### src/hw/bfi_pkg.sv
// Package: constants for the boot flash inquiry responder
package bfi_pkg;
  localparam logic [7:0] CMD_AREA_INQ = 8'h25;
  localparam logic [7:0] RSP_AREA_INQ = 8'h35;
  localparam logic [7:0] CMD_BLOCK_INQ = 8'h26;
  localparam logic [7:0] RSP_BLOCK_INQ = 8'h36;
  localparam logic [7:0] AREA_COUNT = 8'h01;
  localparam int ADDR_BYTES = 4;
  localparam int BLOCK_COUNT = 4;
  localparam logic [31:0] AREA_START = 32'h0000_0000;
  localparam logic [31:0] AREA_END = 32'h0000_ffff;
  localparam logic [31:0] BLOCK_SIZE = 32'h0000_4000;
  localparam logic [7:0] BUF_DEPTH = 8'h02;
  typedef enum logic [2:0] {
    BFI_IDLE,
    BFI_CODE,
    BFI_SIZE,
    BFI_COUNT,
    BFI_ADDR,
    BFI_SUM
  } bfi_state_e;
endpackage

### src/hw/bfi_stream_if.sv
// Interface: byte stream with valid and ready
`timescale 1ns/1ps
interface bfi_stream_if;
  logic [7:0] data;
  logic valid;
  logic ready;
  modport src (output data, output valid, input ready);
  modport snk (input data, input valid, output ready);
endinterface

### src/hw/bfi_skid_buf.sv
// Two-entry byte buffer with registered outputs
`timescale 1ns/1ps
module bfi_skid_buf
  import bfi_pkg::*;
(
  input wire logic i_clk_sys,
  input wire logic i_reset,
  bfi_stream_if.snk in_s,
  output logic [7:0] o_data,
  output logic o_valid,
  input wire logic i_ready
);
  logic [7:0] mem_reg [2];
  logic [7:0] mem_next [2];
  logic [1:0] cnt_reg;
  logic [1:0] cnt_next;
  logic push;
  logic pop;
  logic wr_idx;
  logic valid_reg;
  logic valid_next;

  always_comb
  begin
    pop = o_valid && i_ready;
    push = in_s.valid && (cnt_reg != BUF_DEPTH[1:0]);
    // Write slot shifts down on a pop
    wr_idx = cnt_reg[0] && !pop;
    mem_next = mem_reg;
    cnt_next = cnt_reg;
    if (pop)
    begin
      mem_next[0] = mem_reg[1];
    end
    if (push)
    begin
      mem_next[wr_idx] = in_s.data;
    end
    cnt_next = cnt_reg + {1'b0, push} - {1'b0, pop};
    valid_next = (cnt_next != 2'h0);
  end

  always_ff @(posedge i_clk_sys)
  begin
    if (i_reset)
    begin
      mem_reg[0] <= 8'h00;
      mem_reg[1] <= 8'h00;
      cnt_reg <= 2'h0;
      valid_reg <= 1'b0;
    end
    else
    begin
      mem_reg <= mem_next;
      cnt_reg <= cnt_next;
      valid_reg <= valid_next;
    end
  end

  assign in_s.ready = (cnt_reg != BUF_DEPTH[1:0]);
  assign o_data = mem_reg[0];
  assign o_valid = valid_reg;
endmodule

### src/hw/bfi_responder.sv
// Top: answers flash area and erase block inquiries with framed bytes
// Behaviour
// - Command 25h asks area layout; answer opens with code 35h.
// - Size byte gives length of count plus all address fields.
// - Area count byte is 01h for one contiguous flash area.
// - Each area sends 4-byte start then 4-byte end address.
// - Every answer ends with one checksum byte after last address.
// - Command 26h asks erase blocks; answer opens with code 36h.
// - Block answer: size, block count, each block's start/end, checksum.
`timescale 1ns/1ps
module bfi_responder
  import bfi_pkg::*;
(
  input wire logic i_clk_sys,
  input wire logic i_reset,
  input wire logic [7:0] i_cmd_data,
  input wire logic i_cmd_valid,
  output logic o_cmd_ready,
  output logic [7:0] o_rsp_data,
  output logic o_rsp_valid,
  input wire logic i_rsp_ready,
  output logic o_unknown_cmd
);
  bfi_stream_if st ();
  bfi_state_e state_reg;
  bfi_state_e state_next;
  logic blk_reg;
  logic blk_next;
  logic [7:0] sum_reg;
  logic [7:0] sum_next;
  logic [7:0] idx_reg;
  logic [7:0] idx_next;
  logic [2:0] byte_reg;
  logic [2:0] byte_next;
  logic ready_reg;
  logic ready_next;
  logic unk_reg;
  logic unk_next;
  logic [7:0] cur_byte;
  logic [7:0] npairs;
  logic [31:0] cur_addr;
  logic take;

  assign npairs = blk_reg ? 8'(BLOCK_COUNT) : AREA_COUNT;

  always_comb
  begin
    // Start address on even byte groups, end on odd
    if (blk_reg)
    begin
      cur_addr = AREA_START + BLOCK_SIZE * {24'h0, idx_reg >> 1}
        + (idx_reg[0] ? BLOCK_SIZE - 32'h1 : 32'h0);
    end
    else
    begin
      cur_addr = idx_reg[0] ? AREA_END : AREA_START;
    end
  end

  always_comb
  begin
    cur_byte = 8'h00;
    unique case (state_reg)
      BFI_IDLE: cur_byte = 8'h00;
      BFI_CODE: cur_byte = blk_reg ? RSP_BLOCK_INQ : RSP_AREA_INQ;
      BFI_SIZE: cur_byte = 8'(1 + 2 * ADDR_BYTES * int'(npairs));
      BFI_COUNT: cur_byte = npairs;
      BFI_ADDR: cur_byte = cur_addr[8'(31 - 8 * byte_reg) -: 8];
      BFI_SUM: cur_byte = 8'h00 - sum_reg;
    endcase
  end

  assign take = st.valid && st.ready;

  always_comb
  begin
    state_next = state_reg;
    blk_next = blk_reg;
    sum_next = sum_reg;
    idx_next = idx_reg;
    byte_next = byte_reg;
    unk_next = 1'b0;
    ready_next = 1'b0;
    if (state_reg == BFI_IDLE)
    begin
      ready_next = !(i_cmd_valid && ready_reg);
      if (i_cmd_valid && ready_reg)
      begin
        sum_next = 8'h00;
        idx_next = 8'h00;
        byte_next = 3'h0;
        if (i_cmd_data == CMD_AREA_INQ)
        begin
          blk_next = 1'b0;
          state_next = BFI_CODE;
        end
        else if (i_cmd_data == CMD_BLOCK_INQ)
        begin
          blk_next = 1'b1;
          state_next = BFI_CODE;
        end
        else
        begin
          unk_next = 1'b1;
          ready_next = 1'b1;
        end
      end
    end
    else if (take)
    begin
      sum_next = sum_reg + cur_byte;
      unique case (state_reg)
        BFI_CODE: state_next = BFI_SIZE;
        BFI_SIZE: state_next = BFI_COUNT;
        BFI_COUNT: state_next = BFI_ADDR;
        BFI_ADDR:
        begin
          byte_next = byte_reg + 3'h1;
          if (byte_reg == 3'(ADDR_BYTES - 1))
          begin
            byte_next = 3'h0;
            idx_next = idx_reg + 8'h1;
            if (idx_reg == 8'((int'(npairs) * 2) - 1))
            begin
              state_next = BFI_SUM;
            end
          end
        end
        BFI_SUM: state_next = BFI_IDLE;
        default: state_next = BFI_IDLE;
      endcase
      if (state_reg == BFI_SUM)
      begin
        ready_next = 1'b1;
      end
    end
  end

  always_ff @(posedge i_clk_sys)
  begin
    if (i_reset)
    begin
      state_reg <= BFI_IDLE;
      blk_reg <= 1'b0;
      sum_reg <= 8'h00;
      idx_reg <= 8'h00;
      byte_reg <= 3'h0;
      ready_reg <= 1'b0;
      unk_reg <= 1'b0;
    end
    else
    begin
      state_reg <= state_next;
      blk_reg <= blk_next;
      sum_reg <= sum_next;
      idx_reg <= idx_next;
      byte_reg <= byte_next;
      ready_reg <= ready_next;
      unk_reg <= unk_next;
    end
  end

  assign st.data = cur_byte;
  assign st.valid = (state_reg != BFI_IDLE);
  assign o_cmd_ready = ready_reg;
  assign o_unknown_cmd = unk_reg;

  bfi_skid_buf u_buf (
    .i_clk_sys(i_clk_sys),
    .i_reset(i_reset),
    .in_s(st),
    .o_data(o_rsp_data),
    .o_valid(o_rsp_valid),
    .i_ready(i_rsp_ready)
  );

  property p_area_code;
    @(posedge i_clk_sys) disable iff (i_reset)
    (state_reg == BFI_IDLE && ready_reg && i_cmd_valid && i_cmd_data == CMD_AREA_INQ)
      |=> (state_reg == BFI_CODE && cur_byte == RSP_AREA_INQ);
  endproperty
  a_area_code: assert property (p_area_code) else $error("area code wrong");

  property p_blk_code;
    @(posedge i_clk_sys) disable iff (i_reset)
    (state_reg == BFI_IDLE && ready_reg && i_cmd_valid && i_cmd_data == CMD_BLOCK_INQ)
      |=> (state_reg == BFI_CODE && cur_byte == RSP_BLOCK_INQ);
  endproperty
  a_blk_code: assert property (p_blk_code) else $error("block code wrong");

  property p_size;
    @(posedge i_clk_sys) disable iff (i_reset)
    (state_reg == BFI_SIZE) |-> cur_byte == 8'(1 + 8 * int'(npairs));
  endproperty
  a_size: assert property (p_size) else $error("size wrong");

  property p_count;
    @(posedge i_clk_sys) disable iff (i_reset)
    (state_reg == BFI_COUNT && !blk_reg) |-> cur_byte == 8'h01;
  endproperty
  a_count: assert property (p_count) else $error("area count wrong");

  property p_addr_follow;
    @(posedge i_clk_sys) disable iff (i_reset)
    (state_reg == BFI_COUNT && take) |=> (state_reg == BFI_ADDR && byte_reg == 3'h0);
  endproperty
  a_addr_follow: assert property (p_addr_follow) else $error("no address");

  property p_sum_last;
    @(posedge i_clk_sys) disable iff (i_reset)
    (state_reg == BFI_SUM && take) |=> state_reg == BFI_IDLE;
  endproperty
  a_sum_last: assert property (p_sum_last) else $error("frame tail wrong");

  property p_blk_pairs;
    @(posedge i_clk_sys) disable iff (i_reset)
    (state_reg == BFI_ADDR) |-> idx_reg < 8'(2 * int'(npairs));
  endproperty
  a_blk_pairs: assert property (p_blk_pairs) else $error("too many pairs");

  property p_checksum;
    @(posedge i_clk_sys) disable iff (i_reset)
    (state_reg == BFI_SUM) |-> 8'(sum_reg + cur_byte) == 8'h00;
  endproperty
  a_checksum: assert property (p_checksum) else $error("checksum bad");
endmodule

### config.mk
export PLATFORM = sky130hd
export DESIGN_NAME = bfi_responder
export DESIGN_NICKNAME = d
export VERILOG_FILES = /design/src/hw/bfi_pkg.sv /design/src/hw/bfi_stream_if.sv /design/src/hw/bfi_skid_buf.sv /design/src/hw/bfi_responder.sv
export SDC_FILE = /design/constraint.sdc
export NUM_CORES = 1
export LEC_CHECK = 0
export BUFFER_PORTS_ARGS = -buffer_cell sky130_fd_sc_hd__buf_2
export CORE_UTILIZATION = 40
export DETAILED_ROUTE_END_ITERATION = 10
export HOLD_SLACK_MARGIN = 0.06
export SKIP_LAST_GASP = 1
export SLEW_MARGIN = 5
export SYNTH_ARGS = -nofsm -noshare
export SYNTH_HDL_FRONTEND = slang
export SYNTH_SLANG_ARGS = --single-unit
### constraint.sdc
create_clock -name i_clk_sys -period 3.55 [get_ports i_clk_sys]
set_input_delay 0.71 -clock i_clk_sys [delete_from_list [all_inputs] [get_ports i_clk_sys]]
set_output_delay 0.71 -clock i_clk_sys [all_outputs]
set_load 0.02 [all_outputs]
# Yosys cells after proc, flatten, opt, wreduce, memory -nomap -nowiden
# Index checks and enable logic that the tools add are counted.
# word_totals
regBits	44
latch_bits	0
ramBits	0
mem_bits_ro	0
inputBits	12
wordCells	101
n_memories	0
# op_classes
n_addsub	10
n_mul	0
div	0
order_cmp	2
eq_ne	14
shifts	1
n_mux	40
n_bitwise	3
n_reduce_logical	20
# ops
cell	count
2-to-1 mux 8 bit	9
case mux 8 bit (6 select lines)	1
2-to-1 mux 3 bit	13
variable part select 39 x 9 -> 8 bit	1
2-to-1 mux 16 bit	2
2-to-1 mux 32 bit	1
adder 21 x 14 -> 22 bit	1
bitwise mux 16 bit	1
equality test 8 x 6 -> 1 bit (second input constant)	2
2-to-1 mux 14 bit	1
case mux 3 bit (4 select lines)	1
nonzero test 2 bit	5
equality test 3 x 2 -> 1 bit (second input constant)	3
2-to-1 mux 1 bit	9
adder 8 x 1 -> 8 bit (second input constant)	1
adder 8 bit	1
demux 8 bit (select 1 bit)	1
equality test 8 bit	1
subtractor 1 x 8 -> 8 bit (first input constant)	1
adder 1 x 6 -> 7 bit (first input constant)	1
subtractor 5 x 6 -> 7 bit (first input constant)	1
equality test 3 bit (second input constant)	2
!= test 3 bit (second input constant)	2
AND reduction 3 bit	2
21 further kinds	27

# Longest topological paths before layout
# Gate-level depths: netlist (run 1).
# logic_depth
word_depth	10
depth_mapped	14
ltp_nobuf	13

# Cells and area by module
# From an unflattened synthesis (run 1), not the netlist that was laid out.
# hier_totals
cells_unflattened	320
area_unflattened_um2	2681.3
# modules_own_cells
mod	instances	cells_each	area_per_inst_um2	seq_area_each_um2
bfi_responder	1	221	1780.5	500.5
bfi_skid_buf	1	99	900.9	380.4

# Worst setup path after synthesis (run 1)
# Ideal clock, no wire load.
# synth_timing
kind	reg2reg
from	reg byte_reg[1]
to	reg sum_reg[7]
arrival_time_ns	2.747
required_ns	3.471
slack_ns	0.724
path_stages_with_launch	14
n_path_buf	1
period_less_slack_ns	2.826
path_cell_list	dfxtp_1 -> clkbuf_1 -> inv_1 -> o21ai_0 -> o32ai_1 -> a21oi_1 -> inv_1 -> ha_1 -> a21o_1 -> a21oi_1 -> a21oi_1 -> o211ai_1 -> or4b_1 -> o211ai_1
# synth_via
elab_chain_cells	6
# synth_rtl
element	line_no	text
start, declared	bfi_responder.sv:33	logic [2:0] byte_reg;
start signal, assigned	bfi_responder.sv:157	byte_reg <= byte_next;
subtractor 5 x 6 -> 7 bit	bfi_responder.sv:68	BFI_ADDR: cur_byte = cur_addr[8'(31 - 8 * byte_reg) -: 8];
variable part select 39 x 9 -> 8 bit	bfi_responder.sv:68	
case mux 8 bit (6 select lines)	bfi_responder.sv:63	unique case (state_reg)
adder 8 bit	bfi_responder.sv:111	sum_next = sum_reg + cur_byte;
2-to-1 mux 8 bit	bfi_responder.sv:109	else if (take)
2-to-1 mux 8 bit	bfi_responder.sv:84	if (state_reg == BFI_IDLE)
end signal, assigned	bfi_responder.sv:155	sum_reg <= sum_next;
end, declared	bfi_responder.sv:29	logic [7:0] sum_reg;
# Every way passes these cells. The select of a mux whose other input is x is not followed.
# A chain may end at the register's enable or synchronous reset.

==> results.tsv, run 1 <==
metric	value	unit
outcome	completed	
crit start category	flip-flop	
Die Area	6970	sq um
gr usage total	17.6	%
vias in the first global route	2061	
post_cts resized	0	
DR iter-0 viols	250	
Diodes inserted	0	
Seq cells post-synth	44	
die span in x	83.5	microns
Top FF cell, synth	dfxtp_1	
largest net degree at the start of global routing	42	
TritonCTS clock tree	done	
Area contributors post-synth	dfxtp_1 (33%), ha_1 (6.1%), nor2_1 (5.8%)	
ANT nets after route	0	
combinational cell fraction of total power	30.3	%
final worst-path cycle share	88.2	%
row count	29	
Net Switching	480	uW
TritonCTS Buffers	5	
Synth Area in Simple Gates	24.4	%
Total Nets Final	362	
critical path endpoint category	flip-flop	
clock network fraction of design power	29.0	%
Sw Share	34.0	%
Synth Area in Adders	6.87	%
xor/xnor share of the synthesized area	5.93	%
Worst Tran Pin Value	0.717	ns
clock-pin transition on the worst setup and hold timing paths	0.08	ns
die height	83.5	microns
synth unique cells	50	
hold-fix buffer count after cts	0	
synthesized cell area	2660	sq um
core area	6390	sq um
Multi-input gate area	1580	sq um
RePlAce Congestion	0.894	
max-slew violation count	0	
aggregate global routing overflow	0	
DP HPWL	4280	microns
cell total after placement	406	
Required @ worst endpoint	3.77	ns
register area	881	sq um
worst hold path class	flip-flop to flip-flop	
via count	2231	
final hold violations	0	
Final min period	3.13	ns
number of port buffers	22	
Area growth syn-to-layout	8.76	%
layout cells sized above 1	13.1	%
max-cap check violation count	0	
number of vias per cell	5.39	
Crit Path Max Fanout	11	
H-tree depth	2	
global-route wire length before repair	9990	microns
Clock Skew	0.00681	ns
Synth warnings	0	
initial antenna violation count	0	
routed wire length	5820	microns
non-filler cells, final	414	
largest family of logic cells by synthesized area	simple AND/OR/NAND/NOR gates	
Synth area leader	dfxtp_1	
drt drc	0	
fmax	319	MHz
Mapped Cells	323	
Yosys top cell area share	33.1	%
average cell area after synthesis	8.23	sq um
pwr dens	488	nW/um^2
RSZ-0062 raised after global routing	false	
Avg WL per Cell	14.0	microns
Seq/Total Area, Yosys	33.1	%
slew margin rel.	52.2	%
Post-synth EDFFs	0	
VDD IR max	0.283	mV
Critical Path AT	3.36	ns
Async SR Flop Fraction	0	%
final setup fails	0	
Clock Sinks	44	
maximum buffer depth of the clock tree	2	
LEAKAGE	0.00122	uW
Synth Area in Compound Gates	19.2	%
P_int	930	uW
Seq pwr share	40.7	%
sum of negative setup slack	0	ns
CTS root buf	clkbuf_8	
drt first pass iters	4	
mux cell area share after synthesis	3.01	%
Crit Path Category	flip-flop to flip-flop	
Mapped Nets	349	
io pins	23	
Post-CTS Setup Inserts	0	
Initial Utilization	41.6	%
Skew-Pair Late Insertion Delay	0.30	ns
filler instances	641	
## area by class of cell
| class | count | area share, % |
|---|---|---|
| flip-flops and latches | 44 | 30.5 |
| inverters | 17 | 2.21 |
| clock inverters | 2 | 1.34 |
| clock buffers | 6 | 2.86 |
| repair buffers | 27 | 5.11 |
| multi-input cells | 241 | 54.7 |
| well taps | 77 | 3.33 |
## per-stage QoR
step | util, % | hold WS [ns] | power (uW) | instance area [sq um] | setup WS (ns)
after global routing | 45.3 | 0.528 | 1500 | 2890 | 0.0682
after floorplan | - | 0.460 | 915 | 2660 | 0.724
after CTS | 45.3 | 0.505 | 1420 | 2890 | 0.444
after detailed placement | 43.4 | 0.485 | 1010 | 2770 | 0.486
final | 45.3 | 0.504 | 1410 | 2890 | 0.417
after global placement | 43.4 | 0.475 | 1010 | 2770 | 0.582
## Yosys cell counts (3+ instances only)
cell,n
a21o_1,4
xor2_1,9
nor2_1,41
and3_1,4
buf_4,8
nand2b_1,6
o21ai_0,9
and2_1,10
nor2b_1,4
a21oi_1,29
buf_6,3
a211oi_1,20
mux2i_1,8
nand4_1,3
nand3_1,6
inv_1,15
nand2_1,19
xnor2_1,9
a22oi_1,6
or3_1,7
clkbuf_1,9
nor3_1,4
ha_1,13
dfxtp_1,44
## path summary, 6_finish.rpt
| path | startpoint | end | slack (ns) | cells after the start |
|---|---|---|---|---|
| min reg2reg | flip-flop | flip-flop | 0.50 | 2 |
| max reg2reg | flip-flop | sum_reg[7] | 0.42 | 12 |
| min | flip-flop | flip-flop | 0.50 | 2 |
| max | flip-flop | sum_reg[7] | 0.42 | 12 |
## worst max-delay path: stages (launching register included)
cell,delay (ns)
dfxtp_1,0.56
nor4b_2,0.33
o21ai_0,0.27
o32ai_1,0.20
a21oi_1,0.12
inv_1,0.10
ha_1,0.27
a21o_1,0.20
a21oi_1,0.17
a21oi_1,0.13
o211ai_1,0.19
or4b_1,0.44
o211ai_1,0.10
## metal layers
metal  GRT usage, %  up-vias  wire length [microns]
met5              0        -                      0
met4           5.39        0                     96
met3           3.46        9                    226
met2           27.9       45                   2640
met1           24.2     1024                   2850
li1               -     1153                      -
## placed cells by master (no fill, tap or decap), drive strengths merged, types with 3 or more instances in the layout
cell	n
nor2b	4
nand2b	6
xor2	9
nor2	41
xnor2	9
and2	10
a21o	4
nand3	6
and3	4
nand2	19
a21oi	29
nand4	3
o21ai	10
mux2i	8
or3	7
buf	27
a22oi	6
nor3	6
ha	13
a211oi	20
dfxtp	44
clkbuf	6
or2	3
inv	16
## power groups by stage
stage          Clock (uW)  Combinational (uW)  Sequential (uW)
3_3_place_gp            0                 429              584
3_5_place_dp            0                 427              585
2_1_floorplan           0                 334              582
4_1_cts               420                 428              574
6_report              409                 427              574
5_1_grt               446                 472              582
## cells by family after synthesis
kind of cell | after synthesis
muxes | 8
buffers and inverters | 38
adders and majority gates | 14
xor gates and xnor gates | 18
and+or+nand+nor | 121
DFF | 44
AOI/OAI and AO/OA | 80
No activity file was read; power rests on OpenSTA's default activity.
==> run 2, diff against run 1 <==
--- a/config.mk
+++ b/config.mk
@@ -9,6 +9,7 @@
 export CORE_UTILIZATION = 40
 export DETAILED_ROUTE_END_ITERATION = 10
 export HOLD_SLACK_MARGIN = 0.06
+export PLACE_DENSITY_LB_ADDON = 0.05
 export SKIP_LAST_GASP = 1
 export SLEW_MARGIN = 5
 export SYNTH_ARGS = -nofsm -noshare
==> run 2 against run 1 <==
Combinational power barely moved; non-clock buffer count is the same; clock power is 18% lower; first-iteration DRC count decreased by 45%; worst hold slack better by 0.0011 ns; routed wire length increased by 5.6%; fmax is 1.2% lower; critical endpoint unchanged; critical path depth did not move; register-to-register slack got worse by 0.04 ns; sequential share of layout area grew 0.29 points; worst setup slack got worse by 0.038 ns; clock skew is 0.0023 ns higher; critical path type unchanged.
==> results.tsv, run 2 (same netlist as run 1, synthesis figures left out) <==
metric	value	unit	change
outcome	completed		
pwr dens	468	nW/um^2	-4.0%
Max Used Layer	met4		
Critical Path AT	3.40	ns	+0.04 ns
met3 wire len	157	microns	-31%
Avg WL per Cell	14.8	microns	+5.6%
sum of negative setup slack	0	ns	unchanged
gr usage total	18.5	%	+0.95 points
TritonCTS clock tree	done		
global-route wire length before repair	10400	microns	+3.7%
hold-fix buffer count after cts	0		unchanged
fmax	315	MHz	-1.2%
TritonCTS Buffers	5		unchanged
vias in the first global route	2039		-1.1%
layout cells sized above 1	12.8	%	-0.30 points
Worst Tran Pin Value	0.728	ns	+0.0117 ns
row count	29		unchanged
clock network fraction of design power	25.0	%	-4.0 points
Multi-input gate area	1580	sq um	unchanged
register area	881	sq um	unchanged
DP HPWL	4550	microns	+6.2%
max-cap check violation count	0		unchanged
max-slew violation count	0		unchanged
Initial Utilization	41.6	%	unchanged
via count	2225		-0.27%
final worst-path cycle share	89.3	%	+1.1 points
Diodes inserted	0		unchanged
drt first pass iters	5		+1
ANT nets after route	0		unchanged
slew margin rel.	51.4	%	-0.78 points
worst hold path class	flip-flop to flip-flop		
VDD IR max	0.337	mV	+19%
Setup WS post-layout	0.379	ns	-0.0380 ns
maximum buffer depth of the clock tree	2		unchanged
combinational cell fraction of total power	32.1	%	+1.8 points
fin area	2860	sq um	-0.95%
met2 wire len	2720	microns	+2.7%
Clock Skew	0.00911	ns	+0.00230 ns
cell total after placement	406		unchanged
routed wire length	6140	microns	+5.6%
Seq pwr share	42.9	%	+2.2 points
Skew-Pair Late Insertion Delay	0.30	ns	about the same
core area	6390	sq um	unchanged
number of vias per cell	5.37		-0.27%
post_cts resized	0		unchanged
Required @ worst endpoint	3.78	ns	about the same
Post-CTS Setup Inserts	0		unchanged
commonest non-fill, non-tap cell in the layout	dfxtp_1		
Crit Path Category	flip-flop to flip-flop		
LEAKAGE	0.00120	uW	-1.4%
drt drc	0		unchanged
Clock Sinks	44		unchanged
H-tree depth	2		unchanged
Sw Share	36.0	%	+1.9 points
placed cell area	2770	sq um	unchanged
critical path endpoint category	flip-flop		
Overall Power	1340	uW	-4.9%
CTS root buf	clkbuf_8		
clock-pin transition on the worst setup and hold timing paths	0.09	ns	about the same
RePlAce Congestion	0.833		-6.8%
Area growth syn-to-layout	7.72	%	
die height	83.5	microns	unchanged
initial antenna violation count	0		unchanged
M1 WL	3220	microns	+13%
Total Nets Final	362		unchanged
largest net degree at the start of global routing	42		unchanged
most frequent cells in the layout	dfxtp_1 (44), nor2_1 (41), a21oi_1 (29)		
RSZ-0062 raised after global routing	false		
Net Switching	482	uW	+0.50%
io pins	23		unchanged
final hold violations	0		unchanged
non-filler cells, final	414		unchanged
number of port buffers	22		unchanged
Die Area	6970	sq um	unchanged
P_int	858	uW	-7.7%
Final min period	3.17	ns	+0.0380 ns
aggregate global routing overflow	0		unchanged
crit start category	flip-flop		
DR iter-0 viols	138		-45%
die span in x	83.5	microns	unchanged
final setup fails	0		unchanged
Crit Path Max Fanout	9		-2
filler instances	663		+3.4%
pre-CTS WS	0.435	ns	-0.0512 ns
[run 2: final timing paths]
path | start | endpoint | slack (ns) | cells past startpoint
worst max register to register | byte_reg[1] | sum_reg[7] | 0.38 | 12
worst max-delay path | byte_reg[1] | sum_reg[7] | 0.38 | 12
worst min register to register | flip-flop | flip-flop | 0.50 | 2
worst min-delay path | flip-flop | flip-flop | 0.50 | 2
[run 2: layout make-up]
type	instances	area share (%)
clock buffers	7	3.02
clock inverters	1	0.262
inverters	17	2.23
multi-input cells	241	55.2
repair buffers	27	5.16
well taps	77	3.37
flip-flops and latches	44	30.8
[run 2: per-layer routing]
layer / track usage [%] / vias up
li1: - / 1161
met1: 26.5 / 1028
met2: 28.7 / 30
met3: 3.26 / 6
met4: 5.08 / 0
met5: 0 / -
[run 2: worst max-delay path: stages (launching register included)]
cell	delay, ns
dfxtp_1	0.48
inv_1	0.07
o21ai_0	0.45
o32ai_1	0.16
a21oi_1	0.31
inv_1	0.09
ha_1	0.34
a21o_1	0.19
a21oi_1	0.17
a21oi_1	0.12
o211ai_1	0.17
or4b_1	0.45
o211ai_1	0.10
[run 2: through the flow]
step,util [%],hold slack [ns]
global placement,43.4,0.478
finish,44.8,0.505
detailed placement,43.4,0.487
CTS,44.8,0.507
global route,44.8,0.531
floorplan,-,0.460
[run 2: power groups by stage]
stage	clock network [uW]	registers [uW]	logic, uW
global placement	0	585	437
CTS	346	575	435
finish	335	575	430
floorplan	0	582	334
detailed placement	0	587	434
global route	371	583	480
==> run 3, diff against run 2 <==
--- a/config.mk
+++ b/config.mk
@@ -7,6 +7,7 @@
 export LEC_CHECK = 0
 export BUFFER_PORTS_ARGS = -buffer_cell sky130_fd_sc_hd__buf_2
 export CORE_UTILIZATION = 40
+export CTS_BUF_LIST = sky130_fd_sc_hd__clkbuf_8
 export DETAILED_ROUTE_END_ITERATION = 10
 export HOLD_SLACK_MARGIN = 0.06
 export PLACE_DENSITY_LB_ADDON = 0.05
==> run 3 against run 2 <==
Via count up 0.81%; sequential share of layout area unchanged; clock skew about the same; utilization unchanged; global-route usage unchanged; die area unchanged; worst hold slack about the same; clock power about the same; combinational power about the same; critical path depth unchanged; worst setup slack better by 0.0096 ns; sequential cell count unchanged; highest routed layer unchanged.
==> results.tsv, run 3 (same netlist as run 1, synthesis figures left out) <==
metric	value	unit	change
final setup fails	0		unchanged
Area growth syn-to-layout	7.72	%	unchanged
vias in the first global route	2039		unchanged
cell total after placement	406		unchanged
max-cap check violation count	0		unchanged
row count	29		unchanged
drt drc	0		unchanged
slowest CP cell	dfxtp_1		
non-filler cells, final	414		unchanged
Clock Skew	0.00897	ns	-0.000136 ns
slew margin rel.	51.3	%	-0.16 points
fmax	316	MHz	+0.31%
combinational cell fraction of total power	32.2	%	about the same
Diodes inserted	0		unchanged
sum of negative setup slack	0	ns	unchanged
DR iter-0 viols	138		unchanged
critical path endpoint category	flip-flop		
post_cts resized	0		unchanged
TritonCTS Buffers	5		unchanged
outcome	completed		
Worst Tran Pin Value	0.731	ns	+0.00237 ns
max-slew violation count	0		unchanged
ANT nets after route	0		unchanged
crit start category	flip-flop		
Clock Sinks	44		unchanged
maximum buffer depth of the clock tree	2		unchanged
drt first pass iters	4		-1
Initial Utilization	41.6	%	unchanged
Die Area	6970	sq um	unchanged
routed wire length	6140	microns	about the same
M1 WL	3190	microns	-1.1%
aggregate global routing overflow	0		unchanged
met3 wire len	175	microns	+11%
DP HPWL	4550	microns	unchanged
fin area	2860	sq um	unchanged
via count	2243		+0.81%
number of port buffers	22		unchanged
RSZ-0062 raised after global routing	false		
clock-pin transition on the worst setup and hold timing paths	0.09	ns	about the same
CP dominant cell by count	a21oi_1		
CP Cell Sequence	inv_1 -> o21ai_0 -> o32ai_1 -> a21oi_1 -> inv_1 -> ha_1 -> a21o_1 -> a21oi_1 -> a21oi_1 -> o211ai_1 -> or4b_1 -> o211ai_1		
P_int	855	uW	-0.33%
CTS root buf	clkbuf_8		
largest net degree at the start of global routing	42		unchanged
H-tree depth	2		unchanged
Required @ worst endpoint	3.78	ns	about the same
Net Switching	483	uW	+0.15%
Total Nets Final	362		unchanged
commonest non-fill, non-tap cell in the layout	dfxtp_1		
clock network fraction of design power	24.9	%	about the same
initial antenna violation count	0		unchanged
final hold violations	0		unchanged
die height	83.5	microns	unchanged
Critical Path AT	3.39	ns	about the same
TritonCTS clock tree	done		
Max Used Layer	met4		
Avg WL per Cell	14.8	microns	about the same
core area	6390	sq um	unchanged
layout cells sized above 1	12.8	%	unchanged
VDD IR max	0.337	mV	about the same
pwr dens	467	nW/um^2	-0.16%
io pins	23		unchanged
hold-fix buffer count after cts	0		unchanged
Crit path largest cell delay	0.48	ns	about the same
RePlAce Congestion	0.833		unchanged
global-route wire length before repair	10400	microns	unchanged
LEAKAGE	0.00121	uW	+0.35%
gr usage total	18.5	%	unchanged
worst hold path class	flip-flop to flip-flop		
most frequent cells in the layout	dfxtp_1 (44), nor2_1 (41), a21oi_1 (29)		
Post-CTS Setup Inserts	0		unchanged
number of vias per cell	5.42		+0.81%
Seq pwr share	43.0	%	about the same
final worst-path cycle share	89.0	%	-0.27 points
Final min period	3.16	ns	-0.00964 ns
Sw Share	36.1	%	+0.11 points
Skew-Pair Late Insertion Delay	0.30	ns	about the same
met2 wire len	2730	microns	+0.63%
Crit Path Max Fanout	9		unchanged
placed cell area	2770	sq um	unchanged
Crit Path Category	flip-flop to flip-flop		
die span in x	83.5	microns	unchanged
[run 3: changes by cell type in the layout (fill, tap and decap cells not counted), sizes merged]
cell / change
clkbuf: -1
inv: +1
[run 3: per-layer routing]
metal | up-vias | track usage [%]
met5 | - | 0
met3 | 6 | 3.26
met2 | 36 | 28.7
met4 | 0 | 5.08
li1 | 1160 | -
met1 | 1041 | 26.5
[run 3: stage by stage]
step | util (%) | hold slack [ns] | power [uW] | setup slack, ns
floorplan | - | 0.460 | 915 | 0.724
global placement | 43.4 | 0.478 | 1020 | 0.563
detailed placement | 43.4 | 0.487 | 1020 | 0.435
CTS | 44.8 | 0.507 | 1350 | 0.409
global route | 44.8 | 0.531 | 1430 | 0.0795
finish | 44.8 | 0.504 | 1340 | 0.389
[run 3: power groups by stage]
| stage | clock network (uW) | registers [uW] | logic, uW |
|---|---|---|---|
| after detailed placement | 0 | 587 | 434 |
| after CTS | 344 | 575 | 435 |
| after floorplan | 0 | 582 | 334 |
| after global placement | 0 | 585 | 437 |
| final | 333 | 575 | 431 |
| after global routing | 369 | 583 | 480 |
[run 3: path summary, 6_finish.rpt]
kind,start,endpoint,slack (ns),cells after the start
setup / recovery,byte_reg[1],sum_reg[7],0.39,12
setup reg to reg,byte_reg[1],sum_reg[7],0.39,12
hold / removal,flip-flop,flip-flop,0.50,2
hold reg to reg,flip-flop,flip-flop,0.50,2
[run 3: cell type report]
type	instances	area (sq um)
fill	663	3520
multi-input combinational	241	1580
sequential	44	881
timing repair buffer	27	148
tap	77	96.3
clock buffer	6	82.6
inverter	17	63.8
clock inverter	2	11.3
[run 3: critical path, delay by kind of cell (launching register included)]
family                   cells  cell delay (ns)
AO/OA/AOI/OAI                8             1.66
flip-flops                   1             0.48
AND/OR/NAND/NOR              1             0.45
adder cells (fa/ha/maj)      1             0.34
buffers and inverters        2             0.16
